[src/verilog/pulse_gen_pkg.sv]
// Constants and types shared by the programmable pulse generator
package pulse_gen_pkg;
  // Register byte offsets
  localparam logic [4:0] OFS_CONTROL = 5'h00;
  localparam logic [4:0] OFS_PERIOD = 5'h04;
  localparam logic [4:0] OFS_DUTY = 5'h08;
  localparam logic [4:0] OFS_STATUS = 5'h0c;
  localparam logic [4:0] OFS_MASK = 5'h10;
  localparam logic [4:0] OFS_COUNT = 5'h14;

  // timer1_control field positions
  localparam int START_LSB = 0;
  localparam int REPEAT_BIT = 2;
  localparam int INIT_BIT = 3;
  localparam int MODE_LSB = 4;
  localparam int CLKSEL_LSB = 6;

  // start_select codes
  localparam logic [1:0] START_STOP = 2'h0;
  localparam logic [1:0] START_CMD = 2'h1;
  localparam logic [1:0] START_RISE = 2'h2;
  localparam logic [1:0] START_FALL = 2'h3;

  // timer1_mode_select codes
  localparam logic [1:0] MODE_TIMER = 2'h0;
  localparam logic [1:0] MODE_PULSE = 2'h1;

  // Status and mask bit positions
  localparam int IRQ_DUTY_BIT = 0;
  localparam int IRQ_PERIOD_BIT = 1;

  // Reset values
  localparam logic [15:0] PERIOD_RESET = 16'hffff;
  localparam logic [15:0] DUTY_RESET = 16'h0000;
  localparam logic [1:0] MASK_RESET = 2'h0;

  // Source clock prescaler masks: divide by 2^11, 2^7, 2^5, 2^3
  localparam logic [10:0] DIV_MASK_11 = 11'h7ff;
  localparam logic [10:0] DIV_MASK_7 = 11'h07f;
  localparam logic [10:0] DIV_MASK_5 = 11'h01f;
  localparam logic [10:0] DIV_MASK_3 = 11'h007;

  typedef enum logic [1:0] {ST_IDLE, ST_ARMED, ST_RUN} run_state_t;
endpackage

[src/verilog/source_tick_if.sv]
// Source clock select and tick between timer core and prescaler
`timescale 1ns/10ps
interface source_tick_if;
  logic [1:0] sel;
  logic tick;
  modport gen (input sel, output tick);
  modport use_tick (output sel, input tick);
endinterface

[src/verilog/pulse_gen_timer.sv]
// Timer core in programmable pulse generation mode with Avalon-MM registers
//
// Operation
// - Start on selected trigger edge or on software command start.
// - Repeat select 0 gives continuous pulses, 1 gives a single shot.
// - Duty match inverts output, raises interrupt, counter keeps counting.
// - Continuous period match inverts output, interrupts, clears counter.
// - Start select cleared to 00 stops counting, output level held.
// - One-shot period match inverts, interrupts, clears start select, stops.
// - Output pin carries the inverse of the output flop.
// - Reset clears the output flop to 0.
// - Stopped with inverted level: init write loads inverse of value.
`timescale 1ns/10ps
module pulse_gen_timer import pulse_gen_pkg::*; (
  input wire logic clk,
  input wire logic rst_n,
  input wire logic [4:0] address,
  input wire logic read,
  input wire logic write,
  input wire logic [31:0] writedata,
  input wire logic [3:0] byteenable,
  output logic [31:0] readdata,
  output logic waitrequest,
  input wire logic trigger_input,
  output logic pulse_gen_output,
  output logic timer1_irq
);
  typedef struct packed {
    run_state_t state;
    logic [1:0] start_select;
    logic pulse_repeat_select;
    logic output_flop_init;
    logic [1:0] timer1_mode_select;
    logic [1:0] clk_sel;
    logic [15:0] period_compare;
    logic [15:0] duty_compare;
    logic [15:0] count;
    logic output_flop;
    logic inverted;
    logic out;
    logic [1:0] status;
    logic [1:0] mask;
    logic irq;
    logic waitreq;
    logic [31:0] rdata;
    logic [2:0] trig;
  } core_t;

  core_t r;
  core_t next_r;
  source_tick_if ts ();

  logic tick;
  logic trig_edge;
  logic done;
  logic duty_hit;
  logic period_hit;
  logic [1:0] new_start;
  logic [1:0] new_mode;
  logic [1:0] events;

  // Byte-lane merge for the 16-bit registers
  function automatic logic [15:0] merge16(input logic [15:0] old,
                                          input logic [31:0] wd,
                                          input logic [3:0] be);
    logic [15:0] v;
    v = old;
    if (be[0])
      v[7:0] = wd[7:0];
    if (be[1])
      v[15:8] = wd[15:8];
    return v;
  endfunction

  source_prescaler u_presc (
    .clk(clk),
    .rst_n(rst_n),
    .ts(ts.gen)
  );

  assign ts.sel = r.clk_sel;
  assign tick = ts.tick;

  always_comb
  begin
    next_r = r;
    events = 2'h0;
    // Only the second synchroniser stage and its delayed copy are compared
    next_r.trig = {r.trig[1:0], trigger_input};
    trig_edge = (r.start_select == START_RISE) ? (r.trig[1] & ~r.trig[2])
                                               : (~r.trig[1] & r.trig[2]);
    done = (read | write) & ~r.waitreq;
    duty_hit = (r.state == ST_RUN) && tick && (r.count == r.duty_compare);
    period_hit = (r.state == ST_RUN) && tick
                 && (r.count == r.period_compare);
    new_start = writedata[START_LSB +: 2];
    new_mode = writedata[MODE_LSB +: 2];

    // Counting and compare
    if (r.state == ST_ARMED && trig_edge)
    begin
      next_r.state = ST_RUN;
      next_r.count = 16'h0000;
    end
    if (period_hit)
    begin
      next_r.output_flop = ~r.output_flop;
      next_r.inverted = ~r.inverted;
      next_r.count = 16'h0000;
      events[IRQ_PERIOD_BIT] = 1'b1;
      if (r.pulse_repeat_select)
      begin
        next_r.start_select = START_STOP;
        next_r.state = ST_IDLE;
      end
    end
    else if (r.state == ST_RUN && tick)
    begin
      next_r.count = r.count + 16'h0001;
      if (duty_hit)
      begin
        next_r.output_flop = ~r.output_flop;
        next_r.inverted = ~r.inverted;
        events[IRQ_DUTY_BIT] = 1'b1;
      end
    end

    // Avalon slave: first cycle latches read data, second completes
    if ((read | write) && r.waitreq)
    begin
      next_r.waitreq = 1'b0;
      unique case (address)
        OFS_CONTROL: next_r.rdata = {24'h00_0000, r.clk_sel,
                                     r.timer1_mode_select,
                                     r.output_flop_init,
                                     r.pulse_repeat_select,
                                     r.start_select};
        OFS_PERIOD: next_r.rdata = {16'h0000, r.period_compare};
        OFS_DUTY: next_r.rdata = {16'h0000, r.duty_compare};
        OFS_STATUS: next_r.rdata = {30'h0000_0000, r.status};
        OFS_MASK: next_r.rdata = {30'h0000_0000, r.mask};
        OFS_COUNT: next_r.rdata = {16'h0000, r.count};
        default: next_r.rdata = 32'h0000_0000;
      endcase
    end
    else if (done)
    begin
      next_r.waitreq = 1'b1;
      // Clear only what the read returned, so a later set survives
      if (read && address == OFS_STATUS)
        next_r.status = r.status & ~r.rdata[1:0];
      if (write)
      begin
        unique case (address)
          OFS_PERIOD:
            next_r.period_compare = merge16(r.period_compare, writedata,
                                            byteenable);
          OFS_DUTY:
            next_r.duty_compare = merge16(r.duty_compare, writedata,
                                          byteenable);
          OFS_MASK:
            if (byteenable[0])
              next_r.mask = writedata[1:0];
          OFS_CONTROL:
            if (byteenable[0])
            begin
              next_r.start_select = new_start;
              next_r.pulse_repeat_select = writedata[REPEAT_BIT];
              next_r.output_flop_init = writedata[INIT_BIT];
              next_r.timer1_mode_select = new_mode;
              next_r.clk_sel = writedata[CLKSEL_LSB +: 2];
              if (new_mode != MODE_PULSE)
                next_r.state = ST_IDLE;
              else if (r.timer1_mode_select != MODE_PULSE)
              begin
                // Entering pulse mode reinitialises the flop
                next_r.output_flop = writedata[INIT_BIT];
                next_r.inverted = 1'b0;
              end
              else if (r.state != ST_RUN)
                next_r.output_flop = r.inverted ? ~writedata[INIT_BIT]
                                                : writedata[INIT_BIT];
              if (new_mode == MODE_PULSE)
              begin
                if (new_start == START_STOP)
                  next_r.state = ST_IDLE;
                else if (r.state == ST_IDLE && new_start == START_CMD)
                begin
                  next_r.state = ST_RUN;
                  next_r.count = 16'h0000;
                end
                else if (r.state == ST_IDLE)
                  next_r.state = ST_ARMED;
              end
            end
          default: ;
        endcase
      end
    end

    // A match in the clearing cycle still sets its bit
    next_r.status = next_r.status | events;
    next_r.irq = |(next_r.status & next_r.mask);
    next_r.out = ~next_r.output_flop;
  end

  always_ff @(posedge clk)
  begin
    if (!rst_n)
    begin
      r <= '0;
      r.state <= ST_IDLE;
      r.period_compare <= PERIOD_RESET;
      r.duty_compare <= DUTY_RESET;
      r.mask <= MASK_RESET;
      r.output_flop <= 1'b0;
      r.out <= 1'b1;
      r.waitreq <= 1'b1;
    end
    else
      r <= next_r;
  end

  assign readdata = r.rdata;
  assign waitrequest = r.waitreq;
  assign pulse_gen_output = r.out;
  assign timer1_irq = r.irq;
endmodule

[src/verilog/source_prescaler.sv]
// Prescaler that makes the internal source clock tick
`timescale 1ns/10ps
module source_prescaler import pulse_gen_pkg::*; (
  input wire logic clk,
  input wire logic rst_n,
  source_tick_if.gen ts
);
  typedef struct packed {
    logic [10:0] cnt;
    logic tick;
  } presc_t;

  presc_t r;
  presc_t next_r;
  logic [10:0] mask;

  always_comb
  begin
    unique case (ts.sel)
      2'h0: mask = DIV_MASK_11;
      2'h1: mask = DIV_MASK_7;
      2'h2: mask = DIV_MASK_5;
      2'h3: mask = DIV_MASK_3;
    endcase
    next_r = r;
    next_r.cnt = r.cnt + 11'h001;
    next_r.tick = ((r.cnt & mask) == mask);
  end

  always_ff @(posedge clk)
  begin
    if (!rst_n)
      r <= '0;
    else
      r <= next_r;
  end

  assign ts.tick = r.tick;
endmodule

[config.mk]
export PLATFORM = sky130hd
export DESIGN_NAME = pulse_gen_timer
export DESIGN_NICKNAME = d
export VERILOG_FILES = /design/src/verilog/pulse_gen_pkg.sv /design/src/verilog/source_tick_if.sv /design/src/verilog/pulse_gen_timer.sv /design/src/verilog/source_prescaler.sv
export SDC_FILE = /design/constraint.sdc
export NUM_CORES = 1
export LEC_CHECK = 0
export BUFFER_PORTS_ARGS = -buffer_cell sky130_fd_sc_hd__buf_4
export CORE_ASPECT_RATIO = 1.1
export CORE_MARGIN = 5
export CORE_UTILIZATION = 45
export CTS_CLUSTER_DIAMETER = 80
export DETAILED_ROUTE_END_ITERATION = 7
export GPL_TIMING_DRIVEN = 0
export HOLD_SLACK_MARGIN = 0.05
export PLACE_DENSITY = 0.76
export SYNTH_ARGS = -nofsm -noshare
export SYNTH_HDL_FRONTEND = slang
export SYNTH_SLANG_ARGS = --single-unit
export TNS_END_PERCENT = 30
[constraint.sdc]
create_clock -name clk -period 4.49 [get_ports clk]
set_input_delay 0.449 -clock clk [delete_from_list [all_inputs] [get_ports clk]]
set_output_delay 0.449 -clock clk [all_outputs]
set_load 0.01 [all_outputs]
**Word level (Yosys, flattened, before mapping)**

Index checks and enable logic that the tools add are counted.

- $add $sub $neg: 2
- Multipliers: 0
- Divide/modulo/power cells: 0
- Magnitude comparators: 0
- Eq/ne operators: 19
- Shift-type cells: 0
- Muxes and demuxes: 48
- Bitwise operators: 17
- Reduce and logical (&&, ||, !) cells: 18

Operator list:

| kind | count |
|---|---|
| 60-bit 2-to-1 mux | 3 |
| 16-bit 2-to-1 mux | 6 |
| 16-bit one-hot mux with 6 select lines | 1 |
| 18-bit 2-to-1 mux | 4 |
| 11-bit one-hot mux with 4 select lines | 1 |
| 16-bit == test | 2 |
| 8-bit 2-to-1 mux | 4 |
| 5-bit AND reduction | 5 |
| 2-bit 2-to-1 mux | 12 |
| 10-bit 2-to-1 mux | 2 |
| 16-bit by 1-bit adder with 16-bit output, second input constant | 1 |
| 4-bit 2-to-1 mux | 4 |
| 11-bit by 1-bit adder with 11-bit output, second input constant | 1 |
| 11-bit bitwise AND | 1 |
| 11-bit == test | 1 |
| 1-bit 2-to-1 mux | 11 |
| 5-bit by 4-bit == test with 1-bit output, second input constant | 2 |
| 5-bit == test, second input constant | 2 |
| 2-bit by 1-bit == test with 1-bit output, second input constant | 4 |
| 2-bit == test, second input constant | 4 |
| 1-bit inverter | 8 |
| 1-bit logical AND | 7 |
| 2-bit zero test | 3 |
| 5-bit by 3-bit == test with 1-bit output, second input constant | 1 |
| 10 further kinds | 14 |

- Register bits: 114
- Latch bits: 0
- RAM bits: 0
- Memory bits (read-only): 0
- Input port bits: 46
- Output and inout port bits: 35
- Word-level logic and storage cells: 126
- Memories: 0

**Longest topological paths before layout**

Gate-level depths: netlist (run 1).

- Word-level depth: 18
- Mapped depth: 8
- Gate-level depth less buffers: 6

**Hierarchy**

From an unflattened synthesis (run 1), not the netlist that was laid out.

- Cell total of the unflattened synthesis: 575
- Area, all modules: 4947.2 um^2

Modules (own cells, without submodules):

| module | times used | cells each | area an instance (um^2) | seq. area each (um^2) |
|---|---|---|---|---|
| pulse_gen_timer | 1 | 520 | 4441.8 | 1721.7 |
| source_prescaler | 1 | 55 | 505.5 | 240.2 |

**Worst setup path before layout (run 1)**

OpenSTA, ideal clock, no wires.

- Path kind: in2reg
- Start: input address[4]
- End: register r[68] (netlist bit)
- Library setup time: 128 ps
- Data arrival time: 1589 ps
- Required time: 4362 ps
- Setup slack: 2773 ps
- Stages on the path: 7
- Path buffers: 2
- Path through: nor4b_1 -> nor2b_1 -> buf_2 -> and3_1 -> buf_4 -> mux2i_1 -> nor2_1

- Word-level cells in the longest chain between the ends: 2

Ends and longest elaborated chain:

| what | RTL line | source |
|---|---|---|
| from (decl) | pulse_gen_timer.sv:17 | `input wire logic [4:0] address,` |
| 5-bit by 4-bit == test with 1-bit output | pulse_gen_timer.sv:154 | `unique case (address)` |
| 5-bit AND reduction (no source line) | -- |  |
| to (signal assigned) | pulse_gen_timer.sv:221 | `r <= next_r;` |
| to (decl) | pulse_gen_timer.sv:49 | `core_t r;` |

Every way passes these cells.
A chain may end at the register's enable or synchronous reset.

**Worst setup path in the final report (run 1)**

- Start: register r[45] (netlist bit)
- End: register r[43] (netlist bit)

- Word-level cells in the longest chain between the ends: 13
- Elaborated cells between the ends (all ways): 15
- Those cells by class: eq/ne (2); mux (11); reduce/logical (2)

Ends and longest elaborated chain:

| what | RTL line | source |
|---|---|---|
| 16-bit == test | pulse_gen_timer.sv:93 | `duty_hit = (r.state == ST_RUN) && tick && (r.count == r.duty_compare);` |
| 1-bit logical AND | pulse_gen_timer.sv:93 |  |
| 2-bit 2-to-1 mux | pulse_gen_timer.sv:120 | `if (duty_hit)` |
| 18-bit 2-to-1 mux | pulse_gen_timer.sv:117 | `else if (r.state == ST_RUN && tick)` |
| 18-bit 2-to-1 mux * | pulse_gen_timer.sv:105 | `if (period_hit)` |
| 1-bit 2-to-1 mux | pulse_gen_timer.sv:180 | `else if (r.state != ST_RUN)` |
| 1-bit 2-to-1 mux | pulse_gen_timer.sv:174 | `else if (r.timer1_mode_select != MODE_PULSE)` |
| 2-bit 2-to-1 mux | pulse_gen_timer.sv:172 | `if (new_mode != MODE_PULSE)` |
| 18-bit 2-to-1 mux | pulse_gen_timer.sv:165 | `if (byteenable[0])` |
| 18-bit 2-to-1 mux | pulse_gen_timer.sv:154 |  |
| 60-bit 2-to-1 mux | pulse_gen_timer.sv:152 | `if (write)` |
| 60-bit 2-to-1 mux | pulse_gen_timer.sv:146 | `else if (done)` |
| 60-bit 2-to-1 mux * | pulse_gen_timer.sv:129 | `if ((read \| write) && r.waitreq)` |

Mark *: on every way between the ends. The rest lies on a longest branch, timed or not.

==> metrics.txt, run 1 <==
# TYPE chip_impl_metric gauge
chip_impl_metric{name="cts_inserted_buffers",unit=""} 9
chip_impl_metric{name="clk_path_buf_depth",unit=""} 2
chip_impl_info{name="grt_setup_unrepaired",value="no"} 1
chip_impl_metric{name="cts.sinks",unit=""} 98
chip_impl_metric{name="number_of_flops_mapped_to_enable_cells_by_yosys",unit=""} 0
chip_impl_metric{name="tightest_pin_transition",unit="ns"} 0.643
chip_impl_metric{name="final_max_slew_viol_count",unit=""} 0
chip_impl_metric{name="floorplan.die.height",unit="um"} 119
chip_impl_metric{name="cts.reportedPaths.clkPinSlew",unit="ns"} 0.07
chip_impl_info{name="worst_r2r_startpoint",value="r[45]"} 1
chip_impl_metric{name="clock_latency",unit="ns"} 0.35
chip_impl_metric{name="placementRows",unit=""} 40
chip_impl_metric{name="worstPathRequired",unit="ns"} 4.73
chip_impl_metric{name="area.growth.synth_to_final",unit="%"} 18.4
chip_impl_metric{name="post-cts-setup-buffers",unit=""} 0
chip_impl_info{name="worst_setup_ep_type",value="register"} 1
chip_impl_metric{name="fmaxAchievable",unit="MHz"} 432
chip_impl_metric{name="power_per_cell_area",unit="mW/mm^2"} 316
chip_impl_metric{name="route.vias.total",unit=""} 4236
chip_impl_metric{name="worst_ir_drop_vdd",unit="mV"} 0.178
chip_impl_metric{name="grt_use_total",unit="%"} 20.2
chip_impl_metric{name="post_drt_wl_per_cell",unit="um"} 16.1
chip_impl_metric{name="diodes",unit=""} 0
chip_impl_metric{name="hpwl",unit="um"} 9540
chip_impl_metric{name="wl",unit="um"} 12700
chip_impl_metric{name="synthCells",unit=""} 565
chip_impl_metric{name="start_util",unit="%"} 45.4
chip_impl_metric{name="sequential_cell_area",unit="mm^2"} 0.00196
chip_impl_metric{name="worst_r2r_path_depth",unit=""} 7
chip_impl_metric{name="post_synth_instance_area",unit="mm^2"} 0.00489
chip_impl_metric{name="first_global_vias",unit=""} 4241
chip_impl_metric{name="ff2ff_setup_slack",unit="ns"} 2.18
chip_impl_metric{name="combined_area_of_the_multi_input_logic_cells",unit="mm^2"} 0.00249
chip_impl_metric{name="drive_gt1_share",unit="%"} 21.4
chip_impl_metric{name="post_cts_resize_count",unit=""} 0
chip_impl_info{name="synthFlopType",value="sky130_fd_sc_hd__dfxtp_1"} 1
chip_impl_metric{name="ioPinCount",unit=""} 81
chip_impl_metric{name="synth.distinct_cells",unit=""} 60
chip_impl_metric{name="initial_antenna_violation_count",unit=""} 0
chip_impl_metric{name="detail-route-antenna-nets",unit=""} 0
chip_impl_info{name="synth.largest_area_cell",value="sky130_fd_sc_hd__dfxtp_1"} 1
chip_impl_info{name="tritoncts",value="done"} 1
chip_impl_metric{name="nFillCells",unit=""} 977
chip_impl_info{name="min_path_type",value="in -> reg"} 1
chip_impl_info{name="outcome",value="completed"} 1
chip_impl_metric{name="fp.dieW",unit="um"} 109
chip_impl_metric{name="first_pass_iters",unit=""} 5
chip_impl_metric{name="finClkSkew",unit="ns"} 0.00589
chip_impl_info{name="reg2reg_to",value="r[43]"} 1
chip_impl_metric{name="crit_fanout",unit=""} 6
chip_impl_metric{name="htree_levels",unit=""} 3
chip_impl_metric{name="dpl_cell_area",unit="mm^2"} 0.00546
chip_impl_metric{name="grt_first_pass_wirelength",unit="um"} 20700
chip_impl_metric{name="placer_s_final_routability_congestion_estimate",unit=""} 0.928
chip_impl_info{name="critPathLaunch",value="r[45]"} 1
chip_impl_metric{name="postSynthRegisterBits",unit=""} 98
chip_impl_metric{name="timing.max_slew.rel_slack",unit="%"} 56.7
chip_impl_metric{name="floorplan.core_area",unit="mm^2"} 0.0108
chip_impl_metric{name="first_iter_violations",unit=""} 395
chip_impl_metric{name="grt-ovfl-total",unit=""} 0
chip_impl_metric{name="die-area",unit="mm^2"} 0.0130
chip_impl_metric{name="finalSetupViolations",unit=""} 0
chip_impl_metric{name="power_leakage",unit="nW"} 2.30
chip_impl_info{name="worstSetupEndpoint",value="r[43]"} 1
chip_impl_metric{name="post-route-util",unit="%"} 53.8
chip_impl_metric{name="yosys_warnings",unit=""} 0
chip_impl_info{name="synth.area.top_cells",value="sky130_fd_sc_hd__dfxtp_1, sky130_fd_sc_hd__xnor2_1, sky130_fd_sc_hd__buf_4, sky130_fd_sc_hd__mux2i_1, sky130_fd_sc_hd__nand2_1"} 1
chip_impl_info{name="clock-root-buffer",value="sky130_fd_sc_hd__clkbuf_16"} 1
chip_impl_info{name="critPathLaunchType",value="register"} 1
chip_impl_metric{name="cap_viol_max_count",unit=""} 0
chip_impl_metric{name="syn-mean-instance-area",unit="um^2"} 8.65
chip_impl_metric{name="grt_start_max_net_pins",unit=""} 16
chip_impl_metric{name="synth_async_sr_flop_share",unit="%"} 0
chip_impl_metric{name="final_cell_area",unit="mm^2"} 0.00578
chip_impl_metric{name="final_min_period_over_clock_period",unit="%"} 51.5
chip_impl_metric{name="finalSetupTns",unit="ns"} 0
chip_impl_metric{name="cts-hold-fix-buffers",unit=""} 0
chip_impl_metric{name="worst_path_arrival_time",unit="ns"} 2.55
chip_impl_metric{name="port_buffers",unit=""} 45
chip_impl_metric{name="synth.yosys.seq_area_share",unit="%"} 40.2
chip_impl_metric{name="fin_nets",unit=""} 684
chip_impl_metric{name="post_detailed_route_drc_marker_count",unit=""} 0
chip_impl_info{name="worst-setup-path-type",value="reg -> reg"} 1
chip_impl_metric{name="post_route_minimum_period",unit="ns"} 2.31
chip_impl_metric{name="synth_top_area_share",unit="%"} 40.2
chip_impl_metric{name="hold_viol_final",unit=""} 0
chip_impl_metric{name="mean_number_of_vias_per_cell",unit=""} 5.38
==> sequential cells by signal, indices dropped and copies added, names as in the netlist <==
| register | cells |
|---|---|
| u_presc.ts.tick | 1 |
| readdata | 16 |
| ts.sel | 2 |
| pulse_gen_output | 1 |
| waitrequest | 1 |
| u_presc.r | 11 |
| next_r | 2 |
| r | 63 |
| timer1_irq | 1 |
==> cell families after synthesis <==
family | Yosys count | synth area share [%]
AND/OR/NAND/NOR | 223 | 22.0
flip-flops | 98 | 40.2
AO/OA/AOI/OAI | 86 | 12.0
buffers and inverters | 76 | 9.99
XOR/XNOR | 46 | 8.25
multiplexers | 33 | 7.07
adder cells (fa/ha/maj) | 2 | 0.512
other | 1 | 0.0768
==> worst min-delay path by stage <==
stage                           end  depth (start not counted)          start  slack [ns]
after floorplan           next_r[2]                          1      next_r[1]        0.41
after global placement    next_r[2]                          1      next_r[1]        0.43
after detailed placement  next_r[2]                          1      next_r[1]        0.43
after CTS                 next_r[1]                          2  trigger_input        0.30
after global routing      next_r[1]                          2  trigger_input        0.30
final                     next_r[1]                          2  trigger_input        0.30
==> cells in the mapped netlist (2+ instances only) <==
master                      n
sky130_fd_sc_hd__a211o_1    2
sky130_fd_sc_hd__a21oi_1   38
sky130_fd_sc_hd__a221oi_1   2
sky130_fd_sc_hd__a222oi_1  16
sky130_fd_sc_hd__a31oi_1    3
sky130_fd_sc_hd__and2_1     6
sky130_fd_sc_hd__and3_1     8
sky130_fd_sc_hd__and3b_1    3
sky130_fd_sc_hd__buf_2     12
sky130_fd_sc_hd__buf_4     37
sky130_fd_sc_hd__buf_6      4
sky130_fd_sc_hd__clkbuf_1  14
sky130_fd_sc_hd__clkbuf_2   3
sky130_fd_sc_hd__dfxtp_1   98
sky130_fd_sc_hd__ha_1       2
sky130_fd_sc_hd__inv_1      4
sky130_fd_sc_hd__mux2_2     4
sky130_fd_sc_hd__mux2_4     2
sky130_fd_sc_hd__mux2i_1   27
sky130_fd_sc_hd__nand2_1   66
sky130_fd_sc_hd__nand2b_1   2
sky130_fd_sc_hd__nand3_1   28
sky130_fd_sc_hd__nand3_2    2
sky130_fd_sc_hd__nand3b_1   2
sky130_fd_sc_hd__nand4_1   10
sky130_fd_sc_hd__nor2_1    64
sky130_fd_sc_hd__nor2_2     2
sky130_fd_sc_hd__nor2b_1    5
sky130_fd_sc_hd__nor3_1     9
sky130_fd_sc_hd__o211ai_1   6
sky130_fd_sc_hd__o21a_1     3
sky130_fd_sc_hd__o21ai_0    6
sky130_fd_sc_hd__or2_2      2
sky130_fd_sc_hd__or3_1      3
sky130_fd_sc_hd__xnor2_1   36
sky130_fd_sc_hd__xor2_1    10
==> critical path, stage by stage, from the launching register on <==
cell and delay, ns:
sky130_fd_sc_hd__dfxtp_1 0.32, sky130_fd_sc_hd__clkbuf_2 0.17, sky130_fd_sc_hd__xnor2_1 0.28, sky130_fd_sc_hd__nand4_1 0.14, sky130_fd_sc_hd__nor4_1 0.59, sky130_fd_sc_hd__a22oi_1 0.26, sky130_fd_sc_hd__xnor2_1 0.19, sky130_fd_sc_hd__o211a_1 0.24
==> per-layer routing <==
layer  share of wire (%)  GRT usage (%)
met1                  42           24.7
met2                  50           33.7
met3                 4.1           3.52
met4                 3.7           10.1
met5                   0              0
==> per-stage QoR <==
step | power, W | setup WS, ns | cells | hold WS (ns)
4_1_cts | 0.00183 | 2.20 | 788 | 0.298
3_3_place_gp | 0.00101 | 2.28 | 772 | 0.427
3_5_place_dp | 0.00101 | 2.21 | 772 | 0.433
5_1_grt | 0.00188 | 2.18 | 788 | 0.300
6_report | 0.00183 | 2.18 | 788 | 0.302
2_1_floorplan | 0.000959 | 2.77 | 580 | 0.412
==> report_power, final <==
group          internal [W]  switching, W
Combinational     0.0000457     0.0000620
Clock              0.000502      0.000337
Sequential         0.000875    0.00000512
Total               0.00142      0.000404
==> cells in the final DEF, fill, tap and decap left out, types with 5 or more instances in the layout <==
| cell | n |
|---|---|
| sky130_fd_sc_hd__clkbuf_1 | 15 |
| sky130_fd_sc_hd__conb_1 | 16 |
| sky130_fd_sc_hd__a222oi_1 | 16 |
| sky130_fd_sc_hd__dfxtp_1 | 98 |
| sky130_fd_sc_hd__nand4_1 | 10 |
| sky130_fd_sc_hd__nor3_1 | 9 |
| sky130_fd_sc_hd__nor2b_1 | 5 |
| sky130_fd_sc_hd__and2_1 | 6 |
| sky130_fd_sc_hd__mux2i_1 | 27 |
| sky130_fd_sc_hd__o21ai_0 | 6 |
| sky130_fd_sc_hd__o211ai_1 | 6 |
| sky130_fd_sc_hd__a21oi_1 | 38 |
| sky130_fd_sc_hd__xnor2_1 | 36 |
| sky130_fd_sc_hd__and3_1 | 8 |
| sky130_fd_sc_hd__buf_4 | 82 |
| sky130_fd_sc_hd__buf_2 | 12 |
| sky130_fd_sc_hd__nand3_1 | 28 |
| sky130_fd_sc_hd__nor2_1 | 64 |
| sky130_fd_sc_hd__xor2_1 | 10 |
| sky130_fd_sc_hd__clkbuf_16 | 9 |
| sky130_fd_sc_hd__nand2_1 | 66 |
==> final cells by class <==
class / instances / share of cell area, %
Multi-Input combinational cell: 406 / 43.1
Sequential cell: 98 / 33.9
Buffer: 71 / 8.03
Timing Repair Buffer: 45 / 5.84
Clock buffer: 11 / 4.20
Tap cell: 147 / 3.18
Clock inverter: 5 / 1.34
Inverter: 5 / 0.411
Note: power is estimated with default switching activity, not from simulation.
==> run 2, diff against run 1 <==
PLACE_DENSITY = 0.79   (was 0.76)
clock period = 2.1 ns   (was 4.49 ns; I/O delays follow)
==> metrics.txt, run 2 (synthesized netlist as in run 1, its figures left out) <==
# TYPE chip_impl_metric gauge
chip_impl_info{name="outcome",value="completed"} 1
chip_impl_metric{name="start_util",unit="%"} 45.4
chip_impl_metric{name="port_buffers",unit=""} 45
chip_impl_metric{name="post_detailed_route_drc_marker_count",unit=""} 0
chip_impl_info{name="min_path_type",value="in -> reg"} 1
chip_impl_metric{name="worstPathRequired",unit="ns"} 2.34
chip_impl_metric{name="fmaxAchievable",unit="MHz"} 491
chip_impl_metric{name="first_global_vias",unit=""} 4265
chip_impl_info{name="worst_r2r_startpoint",value="r[45]"} 1
chip_impl_info{name="critical_path.slowest_cell",value="sky130_fd_sc_hd__nor4_4"} 1
chip_impl_info{name="worst-setup-path-type",value="reg -> reg"} 1
chip_impl_info{name="worstSetupEndpoint",value="r[43]"} 1
chip_impl_metric{name="dpl_cell_area",unit="mm^2"} 0.00546
chip_impl_info{name="critPathLaunch",value="r[45]"} 1
chip_impl_metric{name="largest_register_ffs",unit=""} 63
chip_impl_metric{name="timing.hold.ws",unit="ns"} 0.0723
chip_impl_info{name="crit_chain",value="clkbuf_2, xnor2_1, nand4_1, nor4_4, a22oi_1, xnor2_1, o211a_1"} 1
chip_impl_info{name="reg2reg_to",value="r[43]"} 1
chip_impl_metric{name="met2_wirelength",unit="um"} 6350
chip_impl_metric{name="fin_nets",unit=""} 684
chip_impl_metric{name="hpwl",unit="um"} 9460
chip_impl_metric{name="clk_path_buf_depth",unit=""} 2
chip_impl_metric{name="initial_antenna_violation_count",unit=""} 0
chip_impl_metric{name="htree_levels",unit=""} 3
chip_impl_metric{name="ioPinCount",unit=""} 81
chip_impl_metric{name="placer_s_final_routability_congestion_estimate",unit=""} 0.890
chip_impl_metric{name="worst_path_arrival_time",unit="ns"} 2.28
chip_impl_metric{name="floorplan.die.height",unit="um"} 119
chip_impl_metric{name="placementRows",unit=""} 40
chip_impl_metric{name="finClkSkew",unit="ns"} 0.00687
chip_impl_metric{name="first_iter_violations",unit=""} 575
chip_impl_metric{name="timing.max_slew.rel_slack",unit="%"} 56.4
chip_impl_metric{name="fp.dieW",unit="um"} 109
chip_impl_metric{name="drive_gt1_share",unit="%"} 21.7
chip_impl_metric{name="route.vias.total",unit=""} 4343
chip_impl_info{name="highest_layer",value="met4"} 1
chip_impl_metric{name="finalSetupViolations",unit=""} 0
chip_impl_metric{name="final_cell_area",unit="mm^2"} 0.00583
chip_impl_metric{name="grt_first_pass_wirelength",unit="um"} 20600
chip_impl_info{name="crit_path_frequent_cell",value="sky130_fd_sc_hd__xnor2_1"} 1
chip_impl_metric{name="final_max_slew_viol_count",unit=""} 0
chip_impl_metric{name="power_leakage",unit="nW"} 2.33
chip_impl_metric{name="power_per_cell_area",unit="mW/mm^2"} 673
chip_impl_info{name="regMostFlops",value="r"} 1
chip_impl_info{name="layout.cells.most_common",value="sky130_fd_sc_hd__dfxtp_1"} 1
chip_impl_metric{name="grt-ovfl-total",unit=""} 0
chip_impl_metric{name="area.growth.synth_to_final",unit="%"} 19.2
chip_impl_info{name="grt_setup_unrepaired",value="no"} 1
chip_impl_metric{name="m1_wl",unit="um"} 5160
chip_impl_metric{name="grt_use_total",unit="%"} 20.2
chip_impl_metric{name="clock_latency",unit="ns"} 0.35
chip_impl_info{name="worst_setup_ep_type",value="register"} 1
chip_impl_metric{name="post-route-util",unit="%"} 54.1
chip_impl_metric{name="worst_ir_drop_vdd",unit="mV"} 0.443
chip_impl_metric{name="detail-route-antenna-nets",unit=""} 0
chip_impl_metric{name="worst_r2r_path_depth",unit=""} 7
chip_impl_metric{name="mean_number_of_vias_per_cell",unit=""} 5.52
chip_impl_info{name="clock-root-buffer",value="sky130_fd_sc_hd__clkbuf_16"} 1
chip_impl_info{name="most-common-layout-cells",value="sky130_fd_sc_hd__dfxtp_1, sky130_fd_sc_hd__buf_4, sky130_fd_sc_hd__nand2_1"} 1
chip_impl_metric{name="cts.reportedPaths.clkPinSlew",unit="ns"} 0.07
chip_impl_metric{name="die-area",unit="mm^2"} 0.0130
chip_impl_metric{name="crit_fanout",unit=""} 6
chip_impl_metric{name="floorplan.core_area",unit="mm^2"} 0.0108
chip_impl_info{name="tritoncts",value="done"} 1
chip_impl_metric{name="timing.critical_path.slowest_cell_delay",unit="ns"} 0.36
chip_impl_metric{name="ff2ff_setup_slack",unit="ns"} 0.06
chip_impl_metric{name="cap_viol_max_count",unit=""} 0
chip_impl_metric{name="diodes",unit=""} 0
chip_impl_metric{name="post_drt_wl_per_cell",unit="um"} 16.5
chip_impl_metric{name="tightest_pin_transition",unit="ns"} 0.650
chip_impl_metric{name="post_route_minimum_period",unit="ns"} 2.04
chip_impl_metric{name="first_pass_iters",unit=""} 8
chip_impl_metric{name="cts-hold-fix-buffers",unit=""} 0
chip_impl_metric{name="grt_start_max_net_pins",unit=""} 16
chip_impl_info{name="critPathLaunchType",value="register"} 1
chip_impl_metric{name="hold_viol_final",unit=""} 0
chip_impl_metric{name="met3RoutedLength",unit="um"} 842
chip_impl_metric{name="cts.sinks",unit=""} 98
chip_impl_metric{name="wl",unit="um"} 13000
chip_impl_metric{name="final_min_period_over_clock_period",unit="%"} 97.0
chip_impl_metric{name="cts_inserted_buffers",unit=""} 9
[run 2: repair_timing]
item	4_1_cts	5_1_grt
setup buffers	0	0
setup endpoints to repair	13	16
pin swaps	0	1
endpoints found under the hold margin	0	0
resized for setup	2	3
[run 2: layout make-up]
type | count | area (um^2)
Timing Repair Buffer | 45 | 338
Fill cell | 975 | 4930
Clock inverter | 4 | 75.1
Clock buffer | 11 | 253
Inverter | 5 | 23.8
Buffer | 71 | 464
Sequential cell | 98 | 1960
Multi-Input combinational cell | 406 | 2530
Tap cell | 147 | 184
[run 2: per-layer routing]
metal,track usage [%],vias up
met4,12.4,0
li1,-,2053
met3,3.74,44
met1,23.9,2068
met2,33.2,178
met5,0,-
[run 2: worst max-delay path: cells and delay by family, from the launching register on]
kind / cells / cell delay, ns
flops: 1 / 0.31
buf+inv: 1 / 0.17
simple gates: 2 / 0.56
compound gates: 2 / 0.43
xor+xnor: 2 / 0.45
[run 2: stage by stage]
step	std cells	TNS (ns)	setup slack, ns	power [W]
after detailed placement	772	-0.107	-0.0666	0.00215
final	787	0	0.0633	0.00392
after global routing	787	0	0.0329	0.00404
after global placement	772	-0.0683	-0.0486	0.00215
after floorplan	580	0	0.458	0.00205
after CTS	787	0	0.0509	0.00394
[run 2: worst min-delay path by stage]
stage                       start         to  slack, ns  depth (start not counted)
floorplan            writedata[8]      r[84]       0.33                          2
global placement    trigger_input  next_r[1]       0.42                          2
detailed placement  trigger_input  next_r[1]       0.43                          2
CTS                 trigger_input  next_r[1]       0.07                          2
global route        trigger_input  next_r[1]       0.08                          2
finish              trigger_input  next_r[1]       0.07                          2
[run 2: report_power, final]
group          internal (W)  total (W)  switching (W)
logic             0.0000984   0.000235       0.000136
registers           0.00187    0.00188      0.0000116
clock network       0.00110    0.00180       0.000701
total               0.00307    0.00392       0.000849
